`src/verilog/rlcb_pkg.sv`:
```
/*
 * rlcb_pkg: shared constants and types for the remote and latch control bits.
 * Assumes a 100 MHz core clock and a 60 Hz power system.
 */
package rlcb_pkg;

    localparam int unsigned NUM_BITS   = 16;                 // switches per bank
    localparam int unsigned IDX_W      = 4;                  // command index width

    // timing: one processing interval is a quarter power-system cycle
    localparam int unsigned CLK_FREQ_HZ      = 100_000_000;  // mclk_in rate
    localparam int unsigned SYS_FREQ_HZ      = 60;           // power-system frequency
    localparam int unsigned INTERVALS_PER_CY = 4;            // intervals per power cycle
    localparam int unsigned INTERVAL_CYC     =
        CLK_FREQ_HZ / (SYS_FREQ_HZ * INTERVALS_PER_CY);      // clocks per interval
    localparam int unsigned DIV_W            = 20;           // divider counter width

    // reset values
    localparam logic [NUM_BITS-1:0] REMOTE_RST = 16'h0000;   // all OFF at power-up
    localparam logic [NUM_BITS-1:0] LATCH_RST  = 16'h0000;   // before any restore

    // remote switch commands
    typedef enum logic [1:0]
    {
        RLCB_OP_NONE  = 2'h0,
        RLCB_OP_ON    = 2'h1,
        RLCB_OP_OFF   = 2'h2,
        RLCB_OP_PULSE = 2'h3
    } rlcb_op_t;

endpackage : rlcb_pkg

```
`src/verilog/rlcb_top.sv`:
```
/*
 * rlcb_top: sixteen remote control switches and sixteen latch control switches,
 * both updated once per processing interval (the latch bank also on a restore), with edge operators on each bank.
 * Assumes commands and latch conditions come from logic on mclk_in, and that
 * a nonvolatile store outside keeps latch states and replays them after reset.
 */
`timescale 1ns/1ps
module rlcb_top
    import rlcb_pkg::*;
#(
    parameter int unsigned DIV_CYC = INTERVAL_CYC           // clocks per interval
)
(
    input  wire logic                mclk_in,                // 100 MHz core clock
    input  wire logic                rst_n_in,               // sync reset, active low
    // remote control commands from the port handler
    input  wire logic                remote_control_command_in,  // command strobe
    input  wire logic [1:0]          cmd_op_in,              // rlcb_op_t code
    input  wire logic [IDX_W-1:0]    cmd_index_in,           // remote bit number
    // latch conditions from the control logic
    input  wire logic [NUM_BITS-1:0] latch_set_condition_in,
    input  wire logic [NUM_BITS-1:0] latch_clear_condition_in,
    input  wire logic [NUM_BITS-1:0] latch_toggle_in,        // each rising edge seen at a tick toggles
    // replay of stored latch states after power-up
    input  wire logic                nv_restore_valid_in,
    input  wire logic [NUM_BITS-1:0] nv_restore_data_in,
    // outputs, all registered
    output logic [NUM_BITS-1:0]      remote_switch_bit_out,
    output logic [NUM_BITS-1:0]      remote_rise_out,
    output logic [NUM_BITS-1:0]      remote_fall_out,
    output logic [NUM_BITS-1:0]      latching_switch_bit_out,
    output logic [NUM_BITS-1:0]      latch_rise_out,
    output logic [NUM_BITS-1:0]      latch_fall_out,
    output logic                     latch_changed_out,      // store request pulse
    output logic [NUM_BITS-1:0]      latch_state_out,        // value to store
    output logic                     interval_tick_out       // interval boundary
);

    // ------------------------------------------------------------------
    // interval timebase
    // ------------------------------------------------------------------

    logic tick;                                              // one cycle per interval

    // one enable pulse per quarter power cycle drives the switch and edge updates below; command capture and restore do not wait for it
    rlcb_tick_div #(
        .DIV_CYC (DIV_CYC)
    ) u_div (
        .mclk_in  (mclk_in),
        .rst_n_in (rst_n_in),
        .tick_out (tick)
    );

    // ------------------------------------------------------------------
    // remote switch command capture
    // ------------------------------------------------------------------

    logic [1:0] pend_q [NUM_BITS];                           // command waiting per bit
    logic [1:0] pend_d [NUM_BITS];

    // last command in an interval wins; one arriving on the tick cycle
    // is kept for the next interval rather than dropped
    always_comb
    begin
        for (int i = 0; i < NUM_BITS; i++)
        begin
            pend_d[i] = pend_q[i];
            if (tick)
            begin
                pend_d[i] = RLCB_OP_NONE;                    // consumed this cycle
            end
            if (remote_control_command_in &&
                (cmd_index_in == IDX_W'(i)) &&
                (cmd_op_in != RLCB_OP_NONE))
            begin
                pend_d[i] = cmd_op_in;                       // set beats the clear
            end
        end
    end

    // registers only
    always_ff @(posedge mclk_in)
    begin
        for (int i = 0; i < NUM_BITS; i++)
        begin
            if (!rst_n_in)
            begin
                pend_q[i] <= RLCB_OP_NONE;
            end
            else
            begin
                pend_q[i] <= pend_d[i];
            end
        end
    end

    // ------------------------------------------------------------------
    // remote switch positions
    // ------------------------------------------------------------------

    logic [NUM_BITS-1:0] on_q;                               // switch in ON
    logic [NUM_BITS-1:0] on_d;
    logic [NUM_BITS-1:0] mom_q;                              // switch in MOMENTARY
    logic [NUM_BITS-1:0] mom_d;
    logic [NUM_BITS-1:0] remote_next;                        // bit value next interval

    // positions move only on the tick; momentary always falls back to OFF
    always_comb
    begin
        on_d  = on_q;
        mom_d = mom_q;
        if (tick)
        begin
            for (int i = 0; i < NUM_BITS; i++)
            begin
                mom_d[i] = 1'b0;
                unique case (pend_q[i])
                    RLCB_OP_ON:
                    begin
                        on_d[i] = 1'b1;
                    end
                    RLCB_OP_OFF:
                    begin
                        on_d[i] = 1'b0;
                    end
                    RLCB_OP_PULSE:
                    begin
                        // prior state ignored; ON is dropped so OFF follows
                        on_d[i]  = 1'b0;
                        mom_d[i] = 1'b1;
                    end
                    RLCB_OP_NONE:
                    begin
                        on_d[i] = on_q[i];                   // position held
                    end
                endcase
            end
        end
    end

    assign remote_next = on_d | mom_d;

    // registers only; no settings input exists, so nothing but reset
    // and commands can move a remote bit
    always_ff @(posedge mclk_in)
    begin
        if (!rst_n_in)
        begin
            on_q  <= REMOTE_RST;
            mom_q <= REMOTE_RST;
        end
        else
        begin
            on_q  <= on_d;
            mom_q <= mom_d;
        end
    end

    // remote bits with their edge operators: a pulse from 0 gives a rise
    // now and a fall one interval on; a pulse from 1 gives only a fall
    // because the momentary 1 merely extends the ON level
    rlcb_edge #(
        .W (NUM_BITS)
    ) u_remote_edge (
        .mclk_in  (mclk_in),
        .rst_n_in (rst_n_in),
        .en_in    (tick),
        .load_in  (1'b0),
        .val_in   (remote_next),
        .val_out  (remote_switch_bit_out),
        .rise_out (remote_rise_out),
        .fall_out (remote_fall_out)
    );

    // ------------------------------------------------------------------
    // toggle inputs: rising edge sampled once per interval
    // ------------------------------------------------------------------

    logic [NUM_BITS-1:0] tog_rise;                           // new assertion seen

    // limitation: an assertion shorter than one interval may be missed,
    // the same as the edge operator on any other sampled bit
    rlcb_edge #(
        .W (NUM_BITS)
    ) u_toggle_edge (
        .mclk_in  (mclk_in),
        .rst_n_in (rst_n_in),
        .en_in    (tick),
        .load_in  (1'b0),
        .val_in   (latch_toggle_in),
        .val_out  (),
        .rise_out (tog_rise),
        .fall_out ()
    );

    // ------------------------------------------------------------------
    // latch switches
    // ------------------------------------------------------------------

    logic [NUM_BITS-1:0] latch_q;                            // latch state
    logic [NUM_BITS-1:0] latch_d;
    logic [NUM_BITS-1:0] set_eff;                            // merged set conditions
    logic [NUM_BITS-1:0] clr_eff;                            // merged clear conditions
    logic                chg_q;                              // store request
    logic                chg_d;

    // toggle path steers one edge to set or clear by the present state,
    // so a long assertion cannot flip the latch twice
    assign set_eff = latch_set_condition_in | (tog_rise & ~latch_q);
    assign clr_eff = latch_clear_condition_in | (tog_rise & latch_q);

    // conditions present on an interval's closing tick act at that tick, so the
    // new value shows in the following interval; restore overrides all
    always_comb
    begin
        latch_d = latch_q;
        chg_d   = 1'b0;
        if (nv_restore_valid_in)
        begin
            latch_d = nv_restore_data_in;
        end
        else if (tick)
        begin
            latch_d = (latch_q | set_eff) & ~clr_eff;
            chg_d   = (latch_d != latch_q);
        end
    end

    // registers only
    always_ff @(posedge mclk_in)
    begin
        if (!rst_n_in)
        begin
            latch_q <= LATCH_RST;
            chg_q   <= 1'b0;
        end
        else
        begin
            latch_q <= latch_d;
            chg_q   <= chg_d;
        end
    end

    // latch bits with edge operators; restore loads silently so a replay
    // after power-up does not look like a fresh set
    rlcb_edge #(
        .W (NUM_BITS)
    ) u_latch_edge (
        .mclk_in  (mclk_in),
        .rst_n_in (rst_n_in),
        .en_in    (tick),
        .load_in  (nv_restore_valid_in),
        .val_in   (latch_d),
        .val_out  (latching_switch_bit_out),
        .rise_out (latch_rise_out),
        .fall_out (latch_fall_out)
    );

    // ------------------------------------------------------------------
    // store port and tick
    // ------------------------------------------------------------------

    // writes to the outside store happen only on a real change, which
    // keeps wear on a finite-write memory down
    assign latch_changed_out = chg_q;
    assign latch_state_out   = latch_q;
    assign interval_tick_out = tick;

endmodule : rlcb_top

```
`src/verilog/rlcb_tick_div.sv`:
```
/*
 * rlcb_tick_div: divides mclk_in down to one enable pulse per processing interval.
 * Assumes a synchronous active-low reset on the same clock.
 */
`timescale 1ns/1ps
module rlcb_tick_div
    import rlcb_pkg::*;
#(
    parameter int unsigned DIV_CYC = INTERVAL_CYC           // clocks per tick
)
(
    input  wire logic mclk_in,                              // core clock
    input  wire logic rst_n_in,                             // sync reset, active low
    output logic      tick_out                              // one-cycle interval tick
);

    localparam logic [DIV_W-1:0] LAST = DIV_W'(DIV_CYC - 1); // terminal count

    logic [DIV_W-1:0] cnt_q;                                 // cycle counter
    logic [DIV_W-1:0] cnt_d;
    logic             tick_q;                                // registered tick
    logic             tick_d;

    // wrap the counter and flag the last cycle
    always_comb
    begin
        tick_d = 1'b0;
        cnt_d  = cnt_q + DIV_W'(1);
        if (cnt_q == LAST)
        begin
            cnt_d  = '0;
            tick_d = 1'b1;
        end
    end

    // registers only
    always_ff @(posedge mclk_in)
    begin
        if (!rst_n_in)
        begin
            cnt_q  <= '0;
            tick_q <= 1'b0;
        end
        else
        begin
            cnt_q  <= cnt_d;
            tick_q <= tick_d;
        end
    end

    assign tick_out = tick_q;

endmodule : rlcb_tick_div

```
`src/verilog/rlcb_edge.sv`:
```
/*
 * rlcb_edge: per-interval value register with rising and falling edge flags.
 * Assumes en_in is the interval tick and load_in a rare resynchronising load.
 */
`timescale 1ns/1ps
module rlcb_edge
    import rlcb_pkg::*;
#(
    parameter int unsigned W = NUM_BITS                     // bits handled
)
(
    input  wire logic         mclk_in,                      // core clock
    input  wire logic         rst_n_in,                     // sync reset, active low
    input  wire logic         en_in,                        // interval tick
    input  wire logic         load_in,                      // load without edges
    input  wire logic [W-1:0] val_in,                       // value for next interval
    output logic      [W-1:0] val_out,                      // value this interval
    output logic      [W-1:0] rise_out,                     // 0 to 1 this interval
    output logic      [W-1:0] fall_out                      // 1 to 0 this interval
);

    logic [W-1:0] val_q;                                     // current interval value
    logic [W-1:0] val_d;
    logic [W-1:0] rise_q;                                    // edge flags, held a whole interval
    logic [W-1:0] rise_d;
    logic [W-1:0] fall_q;
    logic [W-1:0] fall_d;

    // edges compare new against held value, so they last exactly one interval
    always_comb
    begin
        val_d  = val_q;
        rise_d = rise_q;
        fall_d = fall_q;
        if (load_in)
        begin
            val_d  = val_in;                                 // restore makes no edge
            rise_d = '0;
            fall_d = '0;
        end
        else if (en_in)
        begin
            val_d  = val_in;
            rise_d = val_in & ~val_q;
            fall_d = ~val_in & val_q;
        end
    end

    // registers only
    always_ff @(posedge mclk_in)
    begin
        if (!rst_n_in)
        begin
            val_q  <= '0;
            rise_q <= '0;
            fall_q <= '0;
        end
        else
        begin
            val_q  <= val_d;
            rise_q <= rise_d;
            fall_q <= fall_d;
        end
    end

    assign val_out  = val_q;
    assign rise_out = rise_q;
    assign fall_out = fall_q;

endmodule : rlcb_edge

```
`config.mk`:
```
export PLATFORM = sky130hd
export DESIGN_NAME = rlcb_top
export DESIGN_NICKNAME = d
export VERILOG_FILES = /design/src/verilog/rlcb_pkg.sv /design/src/verilog/rlcb_top.sv /design/src/verilog/rlcb_tick_div.sv /design/src/verilog/rlcb_edge.sv
export SDC_FILE = /design/constraint.sdc
export NUM_CORES = 1
export LEC_CHECK = 0
export BUFFER_PORTS_ARGS = -buffer_cell sky130_fd_sc_hd__buf_2
export CAP_MARGIN = 15
export CORE_ASPECT_RATIO = 1.25
export CORE_MARGIN = 1
export CORE_UTILIZATION = 50
export CTS_CLUSTER_SIZE = 12
export DETAILED_ROUTE_END_ITERATION = 8
export PLACE_DENSITY = 0.74
export SLEW_MARGIN = 40
export SYNTH_ARGS = -nofsm -noshare
export SYNTH_HDL_FRONTEND = slang
export SYNTH_SLANG_ARGS = --single-unit
```
`constraint.sdc`:
```
create_clock -name mclk_in -period 1.7 [get_ports mclk_in]
set_input_delay 0.34 -clock mclk_in [delete_from_list [all_inputs] [get_ports mclk_in]]
set_output_delay 0.34 -clock mclk_in [all_outputs]
set_load 0.03 [all_outputs]
```
==> parameters.txt, run 1 <==
Parameter                              Value

Outcome
  Result of the run    complete, no violations

STA
  Setup TNS    0 ps
  Period Utilization, post-route    97.6%
  Worst clock skew    16.8 ps
  Headroom to the max-slew limit    69.4%
  Transition time at the pin with the least slew margin    approximately 450 ps
  Max Transition Viols Final    0
  Final critical path time including I/O delays and setup    1660 ps
  Hold Violations, Final    0
  Final number of setup-violating endpoints    0
  Max Clock Freq    603 MHz
  RSZ-0062 raised after global routing    true

Critical path
  Category of the most critical setup path    reg2out
  Required @ worst endpoint    1360 ps
  Cell family with most CP delay    flip-flops
  Cells along the critical path    buf_16 -> buf_4
  Crit path DAT    1320 ps
  Critical Path Max Stage Delay    440 ps
  Buf+Inv Stages, Crit Path    2
  Critical-path top delay cell    dfxtp_4
  Element type at the critical path start    flop
  Maximum fanout count along the critical path    16
  Capturing element type of the critical path    output pin

Global routing
  Met3 Track Usage GR    4.22%
  Wire length of the first global-routing pass    37400 um
  Overflow after GRT    0
  Global router's overall resource usage    25.7%
  Global routing's busiest layer    met2
  Initial antenna violation count    0
  Number of global-route vias before repair    approximately 7500
  Met2 track utilization from global routing    44.1%
  Met1 GRT Util    31.1%
  Maximum number of pins on one net before global-route repair    83

Logic synthesis
  Top cell type by total area after synthesis    dfxtp_1
  Post-synthesis share of cell area spent on and, or, nand and nor gates    23.0%
  Xor/xnor share of the synthesized area    1.48%
  Fraction of registers with async set/reset    0%
  Fraction of the yosys area taken by sequential cells    between 40% and 50%
  Syn Nets    1102
  Dominant register cell in the synthesized netlist    dfxtp_1
  Post-synthesis mux area share    2.70%
  Post-synthesis instance area    roughly 0.009 mm2
  Compound-gate portion of the synthesized area    20.2%
  Cells taking the most area after synthesis    dfxtp_1 (48%), a21oi_1 (8.2%), nor2_1 (6.0%)
  Number of synthesized flops with an enable pin    0
  Library cells used by synthesis    49
  Syn_area_per_cell    8.67 um2
  Synthesized instance count    1026
  Largest family of logic cells by synthesized area    simple AND/OR/NAND/NOR gates
  Yosys warning count    0
  Synth top area share    48.2%
  Register bit count reported by yosys    214
  Adder-cell share of the synthesized area    0.281%

Clocking
  Buffers from clock root to sink, at most    3
  Number of buffers inserted by hold repair at cts    0
  Later-pin clock latency in the skew report    ~520 ps
  Number of clock sinks seen by CTS    214
  Root buffer cell    clkbuf_16
  Clock slew at the register clock pins of the worst setup and hold paths    roughly 60 ps
  TritonCTS clock tree    done
  Number of buffers created by CTS    23
  H-tree depth    1

Drt
  Detailed Route WL    24200 um
  Post-route DRC violation count    0
  Via count of the routed design    8042
  Routed wire per std cell    16.9 um
  DRT Pass-1 Iters    5
  Count of nets left with antenna violations after detail routing    0
  Average via count per standard cell    5.60
  DRT iter0 DRCs    between 400 and 500

Die
  Cell row count    54
  Die W    roughly 120 um
  Top Ports    ~190
  Die Outline Area    0.0183 mm2
  Effective utilization at floorplan    51.0%
  Die H    151 um
  Core area    0.0174 mm2

Placed design
  Number of input and output port buffers inserted    187
  Post-DP HPWL    between 15000 and 20000 um
  Global placement routability congestion    0.895

Layout
  Highest-count cells in the layout ignoring fill and taps    dfxtp_1 (213), buf_2 (186), a21oi_1 (146)
  Area growth from synthesis to layout    22.7%
  Number of diodes    0
  Number of filler cells placed in the layout    1515
  Final #Nets    1275
  Ratio of cells with drive above 1 in the final layout    22.7%
  Util after Layout    between 60% and 70%
  Most common library cell in the layout ignoring fill and taps    dfxtp_1

Power and ir drop
  Power density over the cells    958 mW/mm2
  Static leakage    roughly 0.0042 uW
  Worst-case vdd ir drop    0.642 mV

Run
  Number of maximum-capacitance constraint violations    0

Hold path
  Class of the most critical hold timing path    in2reg
==> registers in the layout, summed over array words and instances, names as in the netlist <==
| signal | cells |
|---|---|
| u_latch_edge.fall_out | 16 |
| u_div.cnt_q | 20 |
| u_remote_edge.val_out | 16 |
| on_q | 16 |
| u_remote_edge.rise_out | 16 |
| u_remote_edge.fall_out | 16 |
| u_toggle_edge.val_out | 16 |
| latch_state_out | 16 |
| u_latch_edge.rise_out | 16 |
| latch_changed_out | 1 |
| pend_q | 32 |
| u_latch_edge.val_out | 16 |
| u_div.tick_out | 1 |
| u_toggle_edge.rise_out | 16 |
==> tightest hold or removal path, delay by kind of cell <==
kind	cells	cell delay [ps]
buffers and inverters	1	90
multiplexers	1	60
AND/OR/NAND/NOR	1	70
==> path summary, 6_finish.rpt <==
kind         depth (start not counted)  slack, ps                start                   endpoint
max                                  2         40       u_div.tick_out          interval_tick_out
min                                  3         80  latch_toggle_in[11]  u_toggle_edge.val_out[11]
max reg2reg                          5        120       u_div.tick_out   u_latch_edge.fall_out[0]
min reg2reg                          1        430        pend_q[1][13]                   on_q[14]
==> what timing repair did <==
action	in CTS	in global routing
endpoints found under the setup margin	1	7
hold endpoints to repair	0	0
resized for setup	2	2
gates cloned	3	0
setup buffers	0	0
==> layout make-up <==
class / instances / area [um2] / area share, %
flip-flops and latches: 214 / 4290 / 39.3
multi-input cells: 725 / 4250 / 38.9
repair buffers: 216 / 1330 / 12.2
clock buffers: 34 / 657 / 6.02
well taps: 224 / 280 / 2.57
inverters: 19 / 75.1 / 0.688
clock inverters: 4 / 37.5 / 0.344
==> cells in the mapped netlist (3+ instances only) <==
cell,number
dfxtp_1,214
a21oi_1,146
nor2_1,143
nand2_1,79
nor3_1,45
clkbuf_1,41
nand3_1,35
nand3b_1,34
a211oi_1,33
nor2b_1,32
mux2i_1,24
o21ai_0,24
inv_1,18
o2bb2ai_1,16
buf_2,13
buf_1,11
a2111oi_4,9
a21o_2,9
nand4_1,9
xnor2_1,9
a21o_1,7
and3_1,7
a2111oi_0,6
nor3b_1,6
or3_1,6
xor2_1,6
o21a_1,5
nand2b_1,4
nor4_1,4
o211ai_1,4
and2_1,3
and4_1,3
o22ai_1,3
==> stage by stage <==
step | setup slack, ps | total power, uW | cell area [um2] | hold slack [ps] | std cells
2_1_floorplan | 10.9 | 5620 | 8900 | 413 | 1026
3_3_place_gp | 97.6 | 5910 | 10100 | 417 | 1395
3_5_place_dp | 33.7 | 5920 | 10100 | 425 | 1395
4_1_cts | 25.0 | 10500 | 10900 | 76.7 | 1436
5_1_grt | -7.86 | 10800 | 10900 | 93.0 | 1436
6_report | 41.6 | 10500 | 10900 | 84.5 | 1436
==> layer usage <==
layer  vias to the layer above  wire [um]
li1                       3960          -
met1                      3781      10000
met2                       250      11900
met3                        51       1470
met4                         0        854
met5                         -          0
==> cell families (layout without fill, tap and decap cells) <==
family	after synthesis	after routing
AO/OA/AOI/OAI	266	266
adder cells (fa/ha/maj)	2	2
AND/OR/NAND/NOR	418	418
multiplexers	24	24
buffers and inverters	87	273
XOR/XNOR	15	15
flip-flops	214	214
==> where the power goes <==
group | switching (uW) | total [uW] | internal, uW
sequential | 68.2 | 5140 | 5070
clock | 1960 | 4640 | 2680
combinational | 437 | 679 | 242
(Power assumes the default switching activity.)
==> inputs of run 2 (changes only) <==
==> constraint.sdc (replaced) <==
create_clock -name mclk_in -period 1.7 [get_ports mclk_in]
set_input_delay 0.085 -clock mclk_in [delete_from_list [all_inputs] [get_ports mclk_in]]
set_output_delay 0.085 -clock mclk_in [all_outputs]
set_load 0.03 [all_outputs]
==> parameters.txt, run 2 (same netlist as run 1, synthesis figures left out) <==
Parameter                              Value

Global routing
  Number of global-route vias before repair    7186 (-3.7%)
  Wire length of the first global-routing pass    36200 um (-3.2%)
  Global router's overall resource usage    24.6% (-1.1 points)
  Initial antenna violation count    0 (unchanged)
  Overflow after GRT    0 (unchanged)
  Maximum number of pins on one net before global-route repair    125 (+51%)

Drt
  Length of routed met2 wiring    11500 um (-2.7%)
  Average via count per standard cell    5.53 (-1.2%)
  DRT Pass-1 Iters    5 (unchanged)
  Top layer in use    met4
  Routed wire per std cell    15.9 um (-5.4%)
  Post-route DRC violation count    0 (unchanged)
  Detailed Route WL    23000 um (-4.8%)
  Metal3 WL    1380 um (-6.6%)
  Count of nets left with antenna violations after detail routing    0 (unchanged)
  Routed length on met1    9510 um (-5.0%)
  DRT iter0 DRCs    548 (+31%)
  Via count of the routed design    7992 (-0.62%)

Run
  Number of maximum-capacitance constraint violations    0 (unchanged)

Layout
  Highest-count cells in the layout ignoring fill and taps    dfxtp_1 (213), buf_2 (187), a21oi_1 (146)
  Number of diodes    0 (unchanged)
  Area growth from synthesis to layout    23.1%
  Ratio of cells with drive above 1 in the final layout    21.8% (-0.90 points)
  Number of flip-flops in the largest register    32 (unchanged)
  Final Instance Area    0.0109 mm2 (+0.27%)
  Final #Nets    1289 (+1.1%)
  Reg with most FFs    pend_q
  Biggest regs    pend_q x32, u_div.cnt_q x20
  Most common library cell in the layout ignoring fill and taps    dfxtp_1

Clocking
  Root buffer cell    clkbuf_16
  Number of clock sinks seen by CTS    214 (unchanged)
  TritonCTS clock tree    done
  Buffers from clock root to sink, at most    3 (unchanged)
  Number of buffers created by CTS    22 (-4.3%)
  H-tree depth    1 (unchanged)
  Later-pin clock latency in the skew report    500 ps (-20 ps)
  Clock slew at the register clock pins of the worst setup and hold paths    60 ps (about the same)

Power and ir drop
  Combinational Power Share    6.9% (+0.4 points)
  Worst-case vdd ir drop    0.757 mV (+18%)
  Cell internal power dissipation    7860 uW (-1.6%)
  Static leakage    0.00422 uW (about the same)
  Share of total power in sequential cells    50.4% (+1.3 points)
  Share of power burned in the clock network    42.7% (-1.7 points)
  Net switching share of the total power    23.0% (-0.64 points)
  Power density over the cells    932 mW/mm2 (-2.6%)
  Switching power    2350 uW (-5.0%)

Critical path
  Buf+Inv Stages, Crit Path    0 (-2)
  Element type at the critical path start    flop
  Maximum fanout count along the critical path    10 (-6)
  Cell family with most CP delay    compound AO/OA/AOI/OAI gates
  Category of the most critical setup path    reg2reg
  Critical Path Max Stage Delay    440 ps (about the same)
  Critical-path top delay cell    a2111oi_0
  Required @ worst endpoint    2070 ps (+710 ps)
  Cells along the critical path    nand2b_4 -> a2111oi_0 -> a21o_1 -> o2bb2ai_1 -> nor2b_1
  Capturing element type of the critical path    flop
  Crit path DAT    1990 ps (+670 ps)

Die
  Top Ports    188 (unchanged)
  Effective utilization at floorplan    51.0% (unchanged)
  Die Outline Area    0.0183 mm2 (unchanged)
  Die W    121 um (unchanged)
  Die H    151 um (unchanged)
  Core area    0.0174 mm2 (unchanged)
  Cell row count    54 (unchanged)

Placed design
  Cell area reported after detailed placement    0.0101 mm2 (-0.57%)
  Number of input and output port buffers inserted    187 (unchanged)
  Global placement routability congestion    0.859 (-3.9%)
  Post-DP HPWL    15900 um (-0.26%)

Hold path
  Class of the most critical hold timing path    in2reg

Outcome
  Result of the run    complete, but fails checks
  Violated checks    hold timing

STA
  Worst clock skew    16.9 ps (+0.0466 ps)
  Headroom to the max-slew limit    65.7% (-3.7 points)
  Fin Hold WS    -0.0453 ps (-84.5 ps)
  Transition time at the pin with the least slew margin    515 ps (+66.9 ps)
  Hold Violations, Final    1 (+1)
  Final critical path time including I/O delays and setup    1620 ps (-39.6 ps)
  Max Clock Freq    618 MHz (+2.4%)
  Final number of setup-violating endpoints    0 (unchanged)
  Period Utilization, post-route    95.2% (-2.3 points)
  Setup TNS    0 ps (unchanged)
  Max Transition Viols Final    0 (unchanged)
  RSZ-0062 raised after global routing    false
[run 2: worst reg2reg max path: stages, from the launching register on]
cell       delay (ps)
dfxtp_4           390
nand2b_4          140
a2111oi_0         450
a21o_1            270
o2bb2ai_1         120
nor2b_1           140
[run 2: layout make-up]
cell class              instances  area, um2
well taps                     224        280
flip-flops and latches        214       4290
clock buffers                  30        621
clock inverters                 2       21.3
inverters                      19       75.1
repair buffers                231       1400
fillers                      1494       6480
multi-input cells             725       4260
[run 2: power groups by stage]
stage,logic [uW],clock network (uW),registers [uW]
after floorplan,302,0,5320
after global placement,653,0,5250
after detailed placement,659,0,5250
after CTS,702,4450,5140
after global routing,767,4660,5150
final,708,4360,5140
[run 2: path summary, 6_finish.rpt]
path,start,endpoint,slack [ps],cells after the start
min,nv_restore_data_in[6],u_latch_edge.val_out[6],-0.05,4
max reg2reg,u_div.tick_out,u_latch_edge.fall_out[3],80,5
max,u_div.tick_out,u_latch_edge.fall_out[3],80,5
min reg2reg,pend_q[0][15],on_q[7],420,1
[run 2: stage by stage]
step	total power [uW]	util (%)	hold slack, ps	instances	setup slack (ps)
after floorplan	5620	-	203	1026	10.9
after global placement	5900	57.7	338	1389	123
after detailed placement	5910	57.7	348	1389	74.0
after CTS	10300	62.6	0.884	1443	38.3
after global routing	10600	62.8	23.7	1445	57.2
final	10200	62.8	-0.0453	1445	81.2
[run 2: what timing repair did]
| action | CTS | global route |
|---|---|---|
| gates resized for setup | 1 | 5 |
| endpoints found under the hold margin | 51 | 0 |
| endpoints found under the setup margin | 1 | 27 |
| pin swaps | 0 | 0 |
| buffers inserted | 0 | 2 |
| hold buffers | 22 | 0 |
[run 2: layer usage]
metal | vias up | GRT usage [%]
li1 | 3979 | -
met2 | 239 | 43.7
met5 | - | 0
met1 | 3733 | 30.2
met4 | 0 | 8.27
met3 | 41 | 3.54
==> inputs of run 3 (changes only) <==
--- a/config.mk
+++ b/config.mk
@@ -10,6 +10,7 @@
 export CORE_ASPECT_RATIO = 1.25
 export CORE_MARGIN = 1
 export CORE_UTILIZATION = 50
+export CTS_BUF_LIST = sky130_fd_sc_hd__clkbuf_4
 export CTS_CLUSTER_SIZE = 12
 export DETAILED_ROUTE_END_ITERATION = 8
 export PLACE_DENSITY = 0.74
==> parameters.txt, run 3 (same netlist as run 1, synthesis figures left out) <==
Parameter                              Value

Die
  Die H    151 um (unchanged)
  Die W    121 um (unchanged)
  Die Outline Area    0.0183 mm2 (unchanged)
  Core area    0.0174 mm2 (unchanged)
  Top Ports    188 (unchanged)
  Effective utilization at floorplan    51.0% (unchanged)
  Cell row count    54 (unchanged)

Drt
  Routed wire per std cell    15.9 um (-0.46%)
  Routed length on met1    9910 um (+4.1%)
  Metal3 WL    1540 um (+12%)
  Detailed Route WL    24700 um (+7.2%)
  Average via count per standard cell    5.48 (-0.84%)
  Post-route DRC violation count    0 (unchanged)
  Length of routed met2 wiring    12100 um (+4.5%)
  Count of nets left with antenna violations after detail routing    0 (unchanged)
  Via count of the routed design    8534 (+6.8%)
  DRT Pass-1 Iters    5 (unchanged)
  Top layer in use    met4
  DRT iter0 DRCs    643 (+17%)

Critical path
  Maximum fanout count along the critical path    9 (-1)
  Number of cell instances on the worst register-to-register path    5 (unchanged)
  Cells along the critical path    dlygate4sd3_1 -> buf_2 -> o21a_1 -> nand3b_1 -> nor3b_2 -> nand2_1 -> dlygate4sd3_1 -> a21oi_1
  Startpoint of the lowest-slack register-to-register path    u_div.tick_out
  Category of the most critical setup path    in2reg
  Capturing element type of the critical path    flop
  Critical Path Max Stage Delay    550 ps (+110 ps)
  Critical-path top delay cell    dlygate4sd3_1
  Worst reg2reg path endpoint    u_latch_edge.fall_out[3]
  Crit path DAT    2180 ps (+190 ps)
  Required @ worst endpoint    2280 ps (+210 ps)
  Most numerous cell on the critical path    dlygate4sd3_1
  Element type at the critical path start    input port
  Reg-to-reg setup timing slack    140 ps (+60 ps)

Hold path
  Endpoint, Worst Hold    latch_state_out[10]
  Class of the most critical hold timing path    in2reg
  Hold Path Origin    latch_set_condition_in[10]
  Worst hold path stage count    6 (+2)

Layout
  Most common library cell in the layout ignoring fill and taps    dfxtp_1
  Biggest regs    pend_q x32, u_div.cnt_q x20
  Number of flip-flops in the largest register    32 (unchanged)
  Area growth from synthesis to layout    29.3%
  Reg with most FFs    pend_q
  Final #Nets    1369 (+6.2%)
  Highest-count cells in the layout ignoring fill and taps    dfxtp_1 (213), buf_2 (187), a21oi_1 (146)
  Ratio of cells with drive above 1 in the final layout    24.1% (+2.3 points)

Clocking
  Number of clock sinks seen by CTS    214 (unchanged)
  TritonCTS clock tree    done
  Number of buffers created by CTS    52 (+140%)
  Clock slew at the register clock pins of the worst setup and hold paths    70 ps (about the same)
  Root buffer cell    clkbuf_4
  Buffers from clock root to sink, at most    3 (unchanged)
  Later-pin clock latency in the skew report    670 ps (+170 ps)
  H-tree depth    2 (+1)

Placed design
  Post-DP HPWL    15900 um (unchanged)
  Number of input and output port buffers inserted    187 (unchanged)
  Minimum setup slack after placement    74.0 ps (unchanged)
  Global placement routability congestion    0.859 (unchanged)

Global routing
  Maximum number of pins on one net before global-route repair    125 (unchanged)
  Wire length of the first global-routing pass    38900 um (+7.3%)
  Initial antenna violation count    2 (+2)
  Global router's overall resource usage    26.6% (+2.0 points)
  Overflow after GRT    0 (unchanged)
  Number of global-route vias before repair    7903 (+10%)

Power and ir drop
  Worst-case vdd ir drop    0.632 mV (-17%)
  Static leakage    0.00453 uW (+7.1%)
  Power density over the cells    884 mW/mm2 (-5.1%)

STA
  Final critical path time including I/O delays and setup    1600 ps (-16.9 ps)
  Transition time at the pin with the least slew margin    518 ps (+2.86 ps)
  Fin worst setup slack    98.0 ps (+16.9 ps)
  Max Transition Viols Final    0 (unchanged)
  Setup TNS    0 ps (unchanged)
  Headroom to the max-slew limit    65.5% (-0.19 points)
  Hold Violations, Final    0 (-1)
  Final number of setup-violating endpoints    0 (unchanged)
  RSZ-0062 raised after global routing    false
  Worst clock skew    61.3 ps (+44.4 ps)
  Max Clock Freq    624 MHz (+1.1%)
  Period Utilization, post-route    94.2% (-0.99 points)

Run
  Number of maximum-capacitance constraint violations    0 (unchanged)

Outcome
  Result of the run    complete, no violations
-- run 3: cell count changes in the layout (fill, tap and decap cells not counted), moves of 2 or more --
| cell | change |
|---|---|
| clkinv_1 | +11 |
| clkbuf_16 | -22 |
| clkbuf_1 | -4 |
| clkbuf_8 | -4 |
| diode_2 | +2 |
| clkbuf_4 | +77 |
| dlygate4sd3_1 | +47 |
| buf_4 | +2 |
-- run 3: worst max-delay path by stage --
stage	start	endpoint	slack (ps)	cells past startpoint
finish	cmd_op_in[1]	pend_q[0][10]	100	8
global route	cmd_op_in[1]	pend_q[0][10]	20	8
detailed placement	u_div.tick_out	u_latch_edge.fall_out[3]	70	5
CTS	u_div.tick_out	interval_tick_out	0.6	2
global placement	u_div.tick_out	u_latch_edge.fall_out[12]	120	6
floorplan	u_div.tick_out	u_latch_edge.fall_out[13]	10	7
-- run 3: layout make-up --
type	count	area (um2)
Clock buffer	77	578
Sequential cell	214	4290
Inverter	19	75.1
Fill cell	1433	5930
Antenna cell	2	5.00
Multi-Input combinational cell	725	4260
Clock inverter	14	85.1
Timing Repair Buffer	281	1930
Tap cell	224	280
-- run 3: where the power goes --
part	switching [uW]	internal (uW)
clock network	2010	2220
logic	462	338
registers	70.1	5070
total	2550	7620
-- run 3: critical path, delay by kind of cell --
family | cells | cell delay, ps
buffers and inverters | 3 | 1280
AOI/OAI and AO/OA | 2 | 290
and+or+nand+nor | 3 | 530
-- run 3: through the flow --
step | utilization, % | total power [uW] | hold slack [ps] | cells | area (um2)
final | 66.0 | 10200 | 83.8 | 1556 | 11500
after global routing | 66.0 | 10600 | 111 | 1556 | 11500
after CTS | 65.7 | 10300 | 21.0 | 1550 | 11500
after detailed placement | 57.7 | 5910 | 348 | 1389 | 10100
after global placement | 57.7 | 5900 | 338 | 1389 | 10100
after floorplan | - | 5620 | 203 | 1026 | 8900
-- run 3: repair_timing --
| item | 4_1_cts | 5_1_grt |
|---|---|---|
| cloned | 1 | 0 |
| setup endpoints to repair | 1 | 29 |
| hold endpoints to repair | 148 | 0 |
| gates resized for setup | 3 | 5 |
| pin swaps | 0 | 1 |
| setup buffers | 0 | 4 |
| hold buffers | 69 | 0 |
-- run 3: layer usage --
layer  track usage (%)  vias up
met1              30.9     3936
met4              15.4        0
met2              45.1      330
met3              5.69       85
met5                 0        -
li1                  -     4183
